[src/inc/pcm_pkg.sv]
// Package of register map, field layout, reset values and states for pcm
package pcm_pkg;
  // Register indices; byte address is four times the index
  localparam logic [15:0] IDX_STANDBY_CONTROL    = 16'hFF3A;
  localparam logic [15:0] IDX_SYSTEM_CLOCK_CTRL  = 16'hFF3B;
  localparam logic [15:0] IDX_MODULE_STOP_HIGH   = 16'hFF40;
  localparam logic [15:0] IDX_MODULE_STOP_LOW    = 16'hFF41;
  localparam logic [15:0] IDX_EXT_STOP_HIGH      = 16'hFF42;
  localparam logic [15:0] IDX_EXT_STOP_LOW       = 16'hFF43;
  localparam logic [15:0] IDX_PLL_CONTROL        = 16'hFF45;
  localparam logic [15:0] IDX_CLOCK_STATUS       = 16'hFF4F;

  // Field positions
  localparam int STBY_ENABLE_BIT   = 7;
  localparam int SETTLE_MSB        = 3;
  localparam int SWITCH_MODE_BIT   = 3;
  localparam int DIV_SEL_MSB       = 1;
  localparam int MULT_SEL_MSB      = 1;
  localparam int EXT_RSVD_LSB      = 12;

  // Reset values
  localparam logic [7:0]  RST_STANDBY_CONTROL = 8'h0F;
  localparam logic [7:0]  RST_SYSTEM_CLOCK    = 8'h00;
  localparam logic [7:0]  RST_PLL_CONTROL     = 8'h00;
  localparam logic [15:0] RST_MODULE_STOP     = 16'hFFFF;
  localparam logic [15:0] RST_EXT_STOP        = 16'hFFFF;
  localparam logic [15:0] EXT_ALL_STOP        = 16'hFFFF;
  localparam logic [3:0]  EXT_RSVD_ONES       = 4'hF;

  // Multiplier codes
  localparam logic [1:0] MULT_X1  = 2'h0;
  localparam logic [1:0] MULT_X2  = 2'h1;
  localparam logic [1:0] MULT_X4  = 2'h2;
  localparam logic [1:0] MULT_BAD = 2'h3;

  // Divider select codes
  localparam logic [1:0] DIV_2 = 2'h1;
  localparam logic [1:0] DIV_4 = 2'h2;
  localparam logic [1:0] DIV_8 = 2'h3;

  // Bus answers
  localparam logic [1:0] RESP_OKAY   = 2'h0;
  localparam logic [1:0] RESP_SLVERR = 2'h2;

  // Oscillator phase steps per fast cycle
  localparam logic [1:0] PHASE_LAST = 2'h3;

  // Power states, Gray coded along run, standby, settle
  typedef enum logic [1:0] {
    PCM_RUN     = 2'b00,
    PCM_STANDBY = 2'b01,
    PCM_SETTLE  = 2'b11
  } pcm_state_e;
endpackage

[src/inc/pcm_clk_if.sv]
// Interface between the control core and the clock generator of pcm
`timescale 1ns/10ps
`default_nettype none
interface pcm_clk_if;
  logic [1:0] mult_active;
  logic       run;
  logic       pll_tick;
  logic [2:0] div_tick;

  modport ctl (output mult_active, output run,
               input pll_tick, input div_tick);
  modport gen (input mult_active, input run,
               output pll_tick, output div_tick);
endinterface
`default_nettype wire

[src/hdl/pcm_top.sv]
// Clock control top: registers, standby sequencing and module clock gates
`timescale 1ns/10ps
`default_nettype none
module pcm_top #(
  parameter int AW          = 18,
  parameter int SETTLE_BASE = 16
) (
  input  wire logic          core_clk,
  input  wire logic          nrst,
  input  wire logic          ext_clock_in,
  input  wire logic          standby_req,
  input  wire logic          wake_req,
  input  wire logic [AW-1:0] s_axi_awaddr,
  input  wire logic          s_axi_awvalid,
  output logic               s_axi_awready,
  input  wire logic [31:0]   s_axi_wdata,
  input  wire logic [3:0]    s_axi_wstrb,
  input  wire logic          s_axi_wvalid,
  output logic               s_axi_wready,
  output logic [1:0]         s_axi_bresp,
  output logic               s_axi_bvalid,
  input  wire logic          s_axi_bready,
  input  wire logic [AW-1:0] s_axi_araddr,
  input  wire logic          s_axi_arvalid,
  output logic               s_axi_arready,
  output logic [31:0]        s_axi_rdata,
  output logic [1:0]         s_axi_rresp,
  output logic               s_axi_rvalid,
  input  wire logic          s_axi_rready,
  output logic               sys_clk_tick,
  output logic               clk_stopped,
  output logic [15:0]        module_clk_en,
  output logic [15:0]        ext_module_clk_en,
  output logic               all_clocks_stop
);
  typedef struct packed {
    logic [7:0]           standby_control;
    logic [7:0]           system_clock_control;
    logic [7:0]           pll_control;
    logic [15:0]          module_stop_pair;
    logic [15:0]          ext_module_stop_pair;
    logic [1:0]           mult_active;
    pcm_pkg::pcm_state_e  state;
    logic [19:0]          settle_cnt;
    logic                 bvalid;
    logic [1:0]           bresp;
    logic                 rvalid;
    logic [1:0]           rresp;
    logic [31:0]          rdata;
    logic                 sys_tick;
    logic [15:0]          mod_en;
    logic [15:0]          ext_en;
  } pcm_top_s;

  pcm_top_s  st;
  pcm_top_s  next_st;
  pcm_clk_if clk_bus ();

  logic        wr_go;
  logic        rd_go;
  logic [15:0] wr_idx;
  logic [15:0] rd_idx;
  logic [7:0]  wbyte;
  logic        wr_hit;
  logic        rd_hit;
  logic [7:0]  rd_byte;
  logic        div_pick;
  logic [1:0]  new_mult;

  // Byte address to register index
  function automatic logic [15:0] addr_to_idx(input logic [AW-1:0] a);
    logic [AW-1:0] w;
    w = a >> 2;
    return w[15:0];
  endfunction

  // True where an index names a mapped register
  function automatic logic idx_mapped(input logic [15:0] idx);
    return (idx == pcm_pkg::IDX_STANDBY_CONTROL)
        || (idx == pcm_pkg::IDX_SYSTEM_CLOCK_CTRL)
        || (idx == pcm_pkg::IDX_MODULE_STOP_HIGH)
        || (idx == pcm_pkg::IDX_MODULE_STOP_LOW)
        || (idx == pcm_pkg::IDX_EXT_STOP_HIGH)
        || (idx == pcm_pkg::IDX_EXT_STOP_LOW)
        || (idx == pcm_pkg::IDX_PLL_CONTROL)
        || (idx == pcm_pkg::IDX_CLOCK_STATUS);
  endfunction

  // Settle cycles for a settle field value
  function automatic logic [19:0] settle_len(input logic [3:0] sel);
    logic [19:0] base;
    base = 20'(SETTLE_BASE);
    return base << sel;
  endfunction

  // Write and read handshakes: address and data taken together
  assign wr_go = s_axi_awvalid & s_axi_wvalid & ~st.bvalid;
  assign rd_go = s_axi_arvalid & ~st.rvalid;
  assign s_axi_awready = wr_go;
  assign s_axi_wready  = wr_go;
  assign s_axi_arready = rd_go;
  assign wr_idx = addr_to_idx(s_axi_awaddr);
  assign rd_idx = addr_to_idx(s_axi_araddr);
  assign wbyte  = s_axi_wdata[7:0];
  assign wr_hit = idx_mapped(wr_idx);
  assign rd_hit = idx_mapped(rd_idx);

  // Read multiplexer, eight-bit data in the low lane
  always_comb begin
    unique case (rd_idx)
      pcm_pkg::IDX_STANDBY_CONTROL:   rd_byte = st.standby_control;
      pcm_pkg::IDX_SYSTEM_CLOCK_CTRL: rd_byte = st.system_clock_control;
      pcm_pkg::IDX_MODULE_STOP_HIGH:  rd_byte = st.module_stop_pair[15:8];
      pcm_pkg::IDX_MODULE_STOP_LOW:   rd_byte = st.module_stop_pair[7:0];
      pcm_pkg::IDX_EXT_STOP_HIGH:
        rd_byte = st.ext_module_stop_pair[15:8];
      pcm_pkg::IDX_EXT_STOP_LOW:
        rd_byte = st.ext_module_stop_pair[7:0];
      pcm_pkg::IDX_PLL_CONTROL:       rd_byte = st.pll_control;
      pcm_pkg::IDX_CLOCK_STATUS:
        rd_byte = {4'h0, st.state, st.mult_active};
      default:                        rd_byte = 8'h00;
    endcase
  end

  // Divided clock picked by the divider select field
  always_comb begin
    unique case (st.system_clock_control[pcm_pkg::DIV_SEL_MSB:0])
      pcm_pkg::DIV_2: div_pick = clk_bus.div_tick[0];
      pcm_pkg::DIV_4: div_pick = clk_bus.div_tick[1];
      pcm_pkg::DIV_8: div_pick = clk_bus.div_tick[2];
      default:        div_pick = clk_bus.pll_tick;
    endcase
    // Ticks still in the generator pipe must not leave once stopped
    if (!clk_bus.run) begin
      div_pick = 1'b0;
    end
  end

  // Next state: registers, standby sequence, clock gates
  always_comb begin
    next_st = st;
    new_mult = wbyte[pcm_pkg::MULT_SEL_MSB:0];
    // Register writes, low byte lane only
    if (wr_go) begin
      next_st.bvalid = 1'b1;
      next_st.bresp  = wr_hit ? pcm_pkg::RESP_OKAY : pcm_pkg::RESP_SLVERR;
      if (s_axi_wstrb[0]) begin
        unique case (wr_idx)
          pcm_pkg::IDX_STANDBY_CONTROL: next_st.standby_control = wbyte;
          pcm_pkg::IDX_SYSTEM_CLOCK_CTRL: begin
            next_st.system_clock_control = wbyte;
          end
          pcm_pkg::IDX_MODULE_STOP_HIGH: begin
            next_st.module_stop_pair[15:8] = wbyte;
          end
          pcm_pkg::IDX_MODULE_STOP_LOW: begin
            next_st.module_stop_pair[7:0] = wbyte;
          end
          pcm_pkg::IDX_EXT_STOP_HIGH: begin
            next_st.ext_module_stop_pair[15:8] = wbyte;
          end
          pcm_pkg::IDX_EXT_STOP_LOW: begin
            next_st.ext_module_stop_pair[7:0] = wbyte;
          end
          pcm_pkg::IDX_PLL_CONTROL: begin
            next_st.pll_control = wbyte;
            // Immediate switch mode applies a legal code at once
            if (st.system_clock_control[pcm_pkg::SWITCH_MODE_BIT]
                && new_mult != pcm_pkg::MULT_BAD) begin
              next_st.mult_active = new_mult;
            end
          end
          default: ;
        endcase
      end
    end else if (st.bvalid && s_axi_bready) begin
      next_st.bvalid = 1'b0;
    end
    // Read answer one cycle after the address is taken
    if (rd_go) begin
      next_st.rvalid = 1'b1;
      next_st.rresp  = rd_hit ? pcm_pkg::RESP_OKAY : pcm_pkg::RESP_SLVERR;
      next_st.rdata  = {24'h000000, rd_byte};
    end else if (st.rvalid && s_axi_rready) begin
      next_st.rvalid = 1'b0;
    end
    // Software standby, load of the pending factor and settling
    unique case (st.state)
      pcm_pkg::PCM_RUN: begin
        if (standby_req && st.standby_control[pcm_pkg::STBY_ENABLE_BIT]) begin
          next_st.state = pcm_pkg::PCM_STANDBY;
        end
      end
      pcm_pkg::PCM_STANDBY: begin
        if (st.pll_control[pcm_pkg::MULT_SEL_MSB:0] != pcm_pkg::MULT_BAD) begin
          next_st.mult_active =
            st.pll_control[pcm_pkg::MULT_SEL_MSB:0];
        end
        if (wake_req) begin
          next_st.state = pcm_pkg::PCM_SETTLE;
          next_st.settle_cnt =
            settle_len(st.standby_control[pcm_pkg::SETTLE_MSB:0]);
        end
      end
      pcm_pkg::PCM_SETTLE: begin
        if (st.settle_cnt <= 20'h00001) begin
          next_st.state = pcm_pkg::PCM_RUN;
          next_st.settle_cnt = 20'h00000;
        end else begin
          next_st.settle_cnt = st.settle_cnt - 20'h00001;
        end
      end
      default: begin
        next_st.state = pcm_pkg::PCM_RUN;
      end
    endcase
    // Reserved extension bits are plain storage: they reset to ones
    // and keep what software writes; software is expected to write ones
    // back, so nothing forces them here
    // System tick and gated module clocks
    next_st.sys_tick = div_pick;
    for (int i = 0; i < 16; i++) begin
      next_st.mod_en[i] = div_pick & ~st.module_stop_pair[i];
      next_st.ext_en[i] = div_pick & ~st.ext_module_stop_pair[i];
    end
  end

  // State register
  always_ff @(posedge core_clk or negedge nrst) begin
    if (!nrst) begin
      st <= '{standby_control:      pcm_pkg::RST_STANDBY_CONTROL,
              system_clock_control: pcm_pkg::RST_SYSTEM_CLOCK,
              pll_control:          pcm_pkg::RST_PLL_CONTROL,
              module_stop_pair:     pcm_pkg::RST_MODULE_STOP,
              ext_module_stop_pair: pcm_pkg::RST_EXT_STOP,
              mult_active:          pcm_pkg::MULT_X1,
              state:                pcm_pkg::PCM_RUN,
              default:              '0};
    end else begin
      st <= next_st;
    end
  end

  // Clock generator: runs except in standby and settling
  assign clk_bus.mult_active = st.mult_active;
  assign clk_bus.run = (st.state == pcm_pkg::PCM_RUN);

  pcm_clk_gen u_gen (
    .core_clk     (core_clk),
    .nrst         (nrst),
    .ext_clock_in (ext_clock_in),
    .clk_port     (clk_bus.gen)
  );

  // Outputs
  assign s_axi_bvalid      = st.bvalid;
  assign s_axi_bresp       = st.bresp;
  assign s_axi_rvalid      = st.rvalid;
  assign s_axi_rresp       = st.rresp;
  assign s_axi_rdata       = st.rdata;
  assign sys_clk_tick      = st.sys_tick;
  assign clk_stopped       = (st.state != pcm_pkg::PCM_RUN);
  assign module_clk_en     = st.mod_en;
  assign ext_module_clk_en = st.ext_en;
  // All-clocks-stop needs every main and extension stop bit set
  assign all_clocks_stop = (st.module_stop_pair == pcm_pkg::RST_MODULE_STOP)
    && (st.ext_module_stop_pair == pcm_pkg::EXT_ALL_STOP);
endmodule
`default_nettype wire

[src/hdl/pcm_clk_gen.sv]
// Phase-aligned clock multiplier and divider chain of pcm
`timescale 1ns/10ps
`default_nettype none
module pcm_clk_gen (
  input  wire logic core_clk,
  input  wire logic nrst,
  input  wire logic ext_clock_in,
  pcm_clk_if.gen    clk_port
);
  typedef struct packed {
    logic       osc_prev;
    logic [1:0] phase;
    logic       pll_tick;
    logic [2:0] div_cnt;
    logic [2:0] div_tick;
  } pcm_gen_s;

  pcm_gen_s st;
  pcm_gen_s next_st;
  logic     osc_rise;
  logic     fire;

  // Multiplied tick, phase restarted on each oscillator rising edge
  always_comb begin
    next_st = st;
    osc_rise = ext_clock_in & ~st.osc_prev;
    next_st.osc_prev = ext_clock_in;
    next_st.phase = osc_rise ? 2'h1 : st.phase + 2'h1;
    unique case (clk_port.mult_active)
      pcm_pkg::MULT_X2: fire = osc_rise | (st.phase == 2'h2);
      pcm_pkg::MULT_X4: fire = 1'b1;
      default:          fire = osc_rise;
    endcase
    next_st.pll_tick = fire & clk_port.run;
    next_st.div_tick = 3'h0;
    // Divide the multiplied tick by 2, 4 and 8
    if (st.pll_tick) begin
      next_st.div_cnt = st.div_cnt + 3'h1;
      next_st.div_tick[0] = st.div_cnt[0];
      next_st.div_tick[1] = &st.div_cnt[1:0];
      next_st.div_tick[2] = &st.div_cnt[2:0];
    end
    if (!clk_port.run) begin
      next_st.div_cnt = 3'h0;
    end
  end

  // State register
  always_ff @(posedge core_clk or negedge nrst) begin
    if (!nrst) begin
      st <= '0;
    end else begin
      st <= next_st;
    end
  end

  assign clk_port.pll_tick = st.pll_tick;
  assign clk_port.div_tick = st.div_tick;
endmodule
`default_nettype wire

[config.mk]
export PLATFORM = sky130hd
export DESIGN_NAME = pcm_top
export DESIGN_NICKNAME = d
export VERILOG_FILES = /design/src/inc/pcm_pkg.sv /design/src/inc/pcm_clk_if.sv /design/src/hdl/pcm_top.sv /design/src/hdl/pcm_clk_gen.sv
export SDC_FILE = /design/constraint.sdc
export NUM_CORES = 1
export LEC_CHECK = 0
export ABC_AREA = 1
export BUFFER_PORTS_ARGS = -buffer_cell sky130_fd_sc_hd__buf_2
export CAP_MARGIN = 10
export CORE_ASPECT_RATIO = 1.2
export CORE_MARGIN = 3
export CORE_UTILIZATION = 45
export CTS_BUF_LIST = sky130_fd_sc_hd__clkbuf_4 sky130_fd_sc_hd__clkbuf_8
export CTS_CLUSTER_DIAMETER = 40
export DETAILED_ROUTE_END_ITERATION = 10
export PLACE_DENSITY_LB_ADDON = 0.3
export SYNTH_ARGS = -nofsm -noshare
export SYNTH_HDL_FRONTEND = slang
export SYNTH_SLANG_ARGS = --single-unit
[constraint.sdc]
create_clock -name core_clk -period 1.6 [get_ports core_clk]
set_clock_uncertainty 0.15 [all_clocks]
set_input_delay 0.16 -clock core_clk [delete_from_list [all_inputs] [get_ports core_clk]]
set_output_delay 0.16 -clock core_clk [all_outputs]
set_load 0.02 [all_outputs]
# Word-level counts from Yosys, hierarchy flattened
# Index checks and enable logic that the tools add are counted.
# totals
regBits	137
output_inout_bits	76
wordCells	193
# classes
n_addsub	3
magnitude_cmp	1
n_eq_ne	32
shifts	1
n_mux	25
bitwise	73
reduce_logical	35
# ops
op	n
$eq A16 B16 Y1 const B	18
$pmux W8 S8	1
$pmux W20 S2	1
$and A1 B1 Y1	37
$not A1 Y1	35
$reduce_and A3 Y1	9
$mux W2	11
$mux W22	1
$le A20 B1 Y1 const B	1
$mux W20	1
$shl A5 B4 Y20 const A	1
$sub A20 B1 Y20 const B	1
$logic_or A1 B1 Y1	14
$ne A2 B2 Y1 const B	6
$eq A2 B2 Y1 const B	5
$reduce_bool A2 Y1	4
$eq A2 B1 Y1 const B	3
$mux W6	1
$pmux W2 S3	1
$logic_and A1 B1 Y1	5
$mux W1	5
$reduce_and A2 Y1	2
$add A3 B1 Y3 const B	1
$mux W3	1
5 further kinds	5

# Depth between registers and ports, before layout
# logic_depth
word_depth	9
depth_mapped	11
depth_no_buf	10

# Cells and area by module
# Synthesis repeated with hierarchy kept, for this count alone.
# hier_totals
hier_cells	922
hier_area_um2	7452.1
# modules_own_cells
module	instances	cells_per_inst	area_each_um2
pcm_top	1	874	6993.0
pcm_clk_gen	1	48	459.2

# Worst setup path before layout
# No wires, ideal clock.
# synth_timing
path_kind	reg2reg
startpoint	reg st[71] (netlist bit)
endpoint	reg st[85] (netlist bit)
setup_ns	0.120
arrival_ns	1.422
required_ns	1.330
setup_slack_ns	-0.092
stages_incl_launch_ff	11
n_path_buf	1
period_less_slack_ns	1.692
path_cell_list	dfrtp_1 > inv_1 > ha_1 > nand2_2 > a21oi_2 > nand3_2 > nand2_4 > inv_2 > buf_6 > o21bai_2 > nand2_1
# synth_between
elab_chain_len	3
elab_cells_between_ends	4
# synth_lines
element	line_no	text
from (decl)	pcm_top.sv:55	pcm_top_s st;
from (signal assigned)	pcm_top.sv:232	st <= '{standby_control: pcm_pkg::RST_STANDBY_CONTROL,
from (signal assigned)	pcm_top.sv:241	st <= next_st;
$sub A20 B1 Y20 / $le A20 B1 Y1 (equally long branches)	pcm_top.sv:211, pcm_top.sv:207	
$mux W20 *	pcm_top.sv:207	if (st.settle_cnt <= 20'h00001) begin
$pmux W20 S2 *	pcm_top.sv:189	unique case (st.state)
# Mark *: on every way between the ends. The rest lies on a longest branch, timed or not.
# A chain may end at the register's enable or synchronous reset.

# Final worst setup path
# layout_timing
startpoint	reg st[123] (netlist bit)
endpoint	out all_clocks_stop
# layout_between
elab_chain_len	2
# layout_lines
element	line_no	text
$eq A16 B16 Y1	pcm_top.sv:267	assign all_clocks_stop = (st.module_stop_pair == pcm_pkg::RST_MODULE_STOP)
$logic_and A1 B1 Y1	pcm_top.sv:268	&& (st.ext_module_stop_pair == pcm_pkg::EXT_ALL_STOP);
to (decl)	pcm_top.sv:34	output logic all_clocks_stop
# No other way between the ends.

==> out/metrics.yaml <==
clock_network:
  htreeDepth: 4
  cts_tree: "yes"
  cts.reportedPaths.clkPinSlew_ns: 0.09
  ctsRootBufferMaster: "clkbuf_8"
  cts_buffers: 17
  cts_sinks: 135
  clk_path_buf_depth: 2
  clock_latency_ns: 0.47
final_layout:
  fin_nets: 1225
  finalCoreUtilization_pct: 62.4
  final_layout_size_suffix_gt1_share_pct: 39.0
  mostFrequentLayoutCells: "204 x nand2_1, 132 x nor2_1, 94 x buf_2, 90 x dfrtp_1, 90 x buf_4"
  syn2layout_area_growth_pct: 33.4
  n_antenna_cell: 0
  final_common_cell: "nand2_1"
grt:
  grt_util_all_layers_pct: 22.0
  grt_max_degree: 42
  grt_pass1_vias: 6501
  grt_overflow: 0
  antenna_found_initial: 0
  grt_pass1_wl_um: 31500
setup_path:
  worstPathMaxFanout: 2
  rr_endpoint: "st[88]"
  cp.arrival_ns: 1.77
  critical_path_class: "reg -> out"
  r2r_start: "st[74]"
  r2r_setup_slack_ns: -0.06
  critPathLaunch: "st[123]"
  worstRegToRegCells: 9
  startpoint_type: "flip-flop"
  crit_required_ns: 1.29
  worstSetupEndpointType: "output pin"
outcome:
  outcome: "finished with violations"
  violations: "negative setup slack"
floorplanning:
  start_util_pct: 46.8
  design.die.area_mm2: 0.0182
  core_area_mm2: 0.0160
  rows: 50
  boundaryPins: 158
  die_y_um: 147
  chipWidth_um: 124
drt:
  first_pass_iters: 6
  wl_per_cell_um: 15.4
  vias: 6914
  drt-vias-per-instance: 5.10
  postRouteAntennaNets: 0
  wl_um: 20900
  drt_iter0_markers: 531
  drc: 0
pwr:
  powerDensity_mw_per_mm2: 683
  power.leakage_nw: 5.00
  ir_drop_v: 0.000502
sta:
  tns_ns: -0.810
  hold_viol: 0
  final.period_utilization_pct: 130
  hold_ws_ns: 0.00457
  max_freq_mhz: 482
  tightest_slew_ns: 0.553
  fin_ws_ns: -0.476
  max_slew_margin_pct: 63.0
  fin_crit_ns: 2.08
  setup_viol: 11
  finalMaxSlewViolations: 0
  rsz0062_at_grt: "true"
logic_synthesis:
  synthTopCellsByArea: "dfrtp_1 33%, dfstp_2 13%, nand2_1 12%"
  syn_area_mm2: 0.00746
  synth_cells: 948
  synth_area_per_cell_um2: 7.87
  synth_top_cell_by_area: "dfrtp_1"
  synth_edf_count: 0
  synth_cell_types: 40
  yosys_warnings: 0
  yosysSeqAreaShare_pct: 45.9
  async_flop_share_pct: 100
  synth_seq_cells: 135
  synth-main-ff-cell: "dfrtp_1"
  synth_top_area_share_pct: 33.2
job:
  cap_viol_max_count: 0
placement:
  gp_congestion: 0.899
  dp_slack_ns: -0.0910
  dp_hpwl_um: 14000
  port-buffer-count: 100
min_path:
  hold_class: "in -> async"
[kinds of logic (layout without fill, tap and decap cells)]
family | Yosys count | count (layout) | share of synthesized area, %
and+or+nand+nor | 528 | 532 | 30.8
buffers and inverters | 169 | 341 | 13.0
DFF | 135 | 135 | 45.9
AOI/OAI and AO/OA | 97 | 97 | 7.75
xor gates and xnor gates | 11 | 11 | 1.29
adders and majority gates | 7 | 7 | 1.17
other | 1 | 26 | 0.0503
[how the worst max path moves through the flow]
| stage | endpoint | slack, ns |
|---|---|---|
| after floorplan | st[85] | -0.08 |
| after global placement | all_clocks_stop | -0.07 |
| after detailed placement | st[85] | -0.09 |
| after CTS | all_clocks_stop | -0.50 |
| after global routing | all_clocks_stop | -0.59 |
| final | all_clocks_stop | -0.48 |
[stage by stage]
stage | area, µm² | cells | power [mW]
floorplan | 7590 | 973 | 3.80
global placement | 8560 | 1284 | 3.97
detailed placement | 8560 | 1284 | 3.97
CTS | 9270 | 1338 | 6.81
global route | 9950 | 1357 | 7.09
finish | 9950 | 1357 | 6.80
[area by class of cell]
cell class	instances	area [µm²]
clock buffers	17	234
clock inverters	15	159
fillers	1413	6000
inverters	78	313
multi-input cells	673	3710
flip-flops and latches	135	3430
well taps	208	260
repair buffers	231	1840
[per-layer routing]
metal / vias up / track usage, % / share of wire, %
li1: 3324 / - / -
met1: 3307 / 27.7 / 41
met2: 239 / 37.5 / 51
met3: 44 / 3.74 / 5.5
met4: 0 / 8.03 / 2.6
met5: - / 0 / 0
[flip-flops by register name, summed over array words and instances, names as in the netlist, 2 cells and up]
register	flops
st	78
ext_module_clk_en	16
module_clk_en	16
s_axi_rdata	8
u_gen.st	6
u_gen.clk_port.div_tick	3
clk_bus.mult_active	2
[power by group]
part / switching (mW) / internal [mW]
clock network: 1.52 / 1.29
logic: 0.349 / 0.180
registers: 0.0139 / 3.45
total: 1.88 / 4.92
[worst max-delay path, cell delays in order (launching register included)]
cell,delay (ns)
dfstp_2,0.54
nand4_1,0.12
nor4_2,0.33
and2_1,0.20
buf_6,0.12
[cells in the mapped netlist (2+ instances only)]
cell type  instances
nand3_2            7
xor2_1             5
nor2_1           153
nor4_1             2
or2_2              3
nor3_1             3
nor2_4             3
inv_2              5
dfrtp_1           99
nand3_1           81
ha_1               7
buf_2             10
dfstp_2           36
nand2_1          233
nand2_2            3
a31oi_1            2
o21a_1             2
a21oi_1           17
clkbuf_1           3
xnor2_1            6
and2_1             2
nand4_1           18
buf_6              9
nor2_2            16
o21ai_0           52
o21ai_2           18
buf_4             69
inv_1             72
[timing repair]
action	CTS	global route
gates cloned	0	7
gates resized for setup	42	151
pin swaps	3	39
setup endpoints to repair	59	82
buffers inserted	8	12
hold buffers	14	0
endpoints found under the hold margin	167	0
Power figures use the tool's default switching activity.
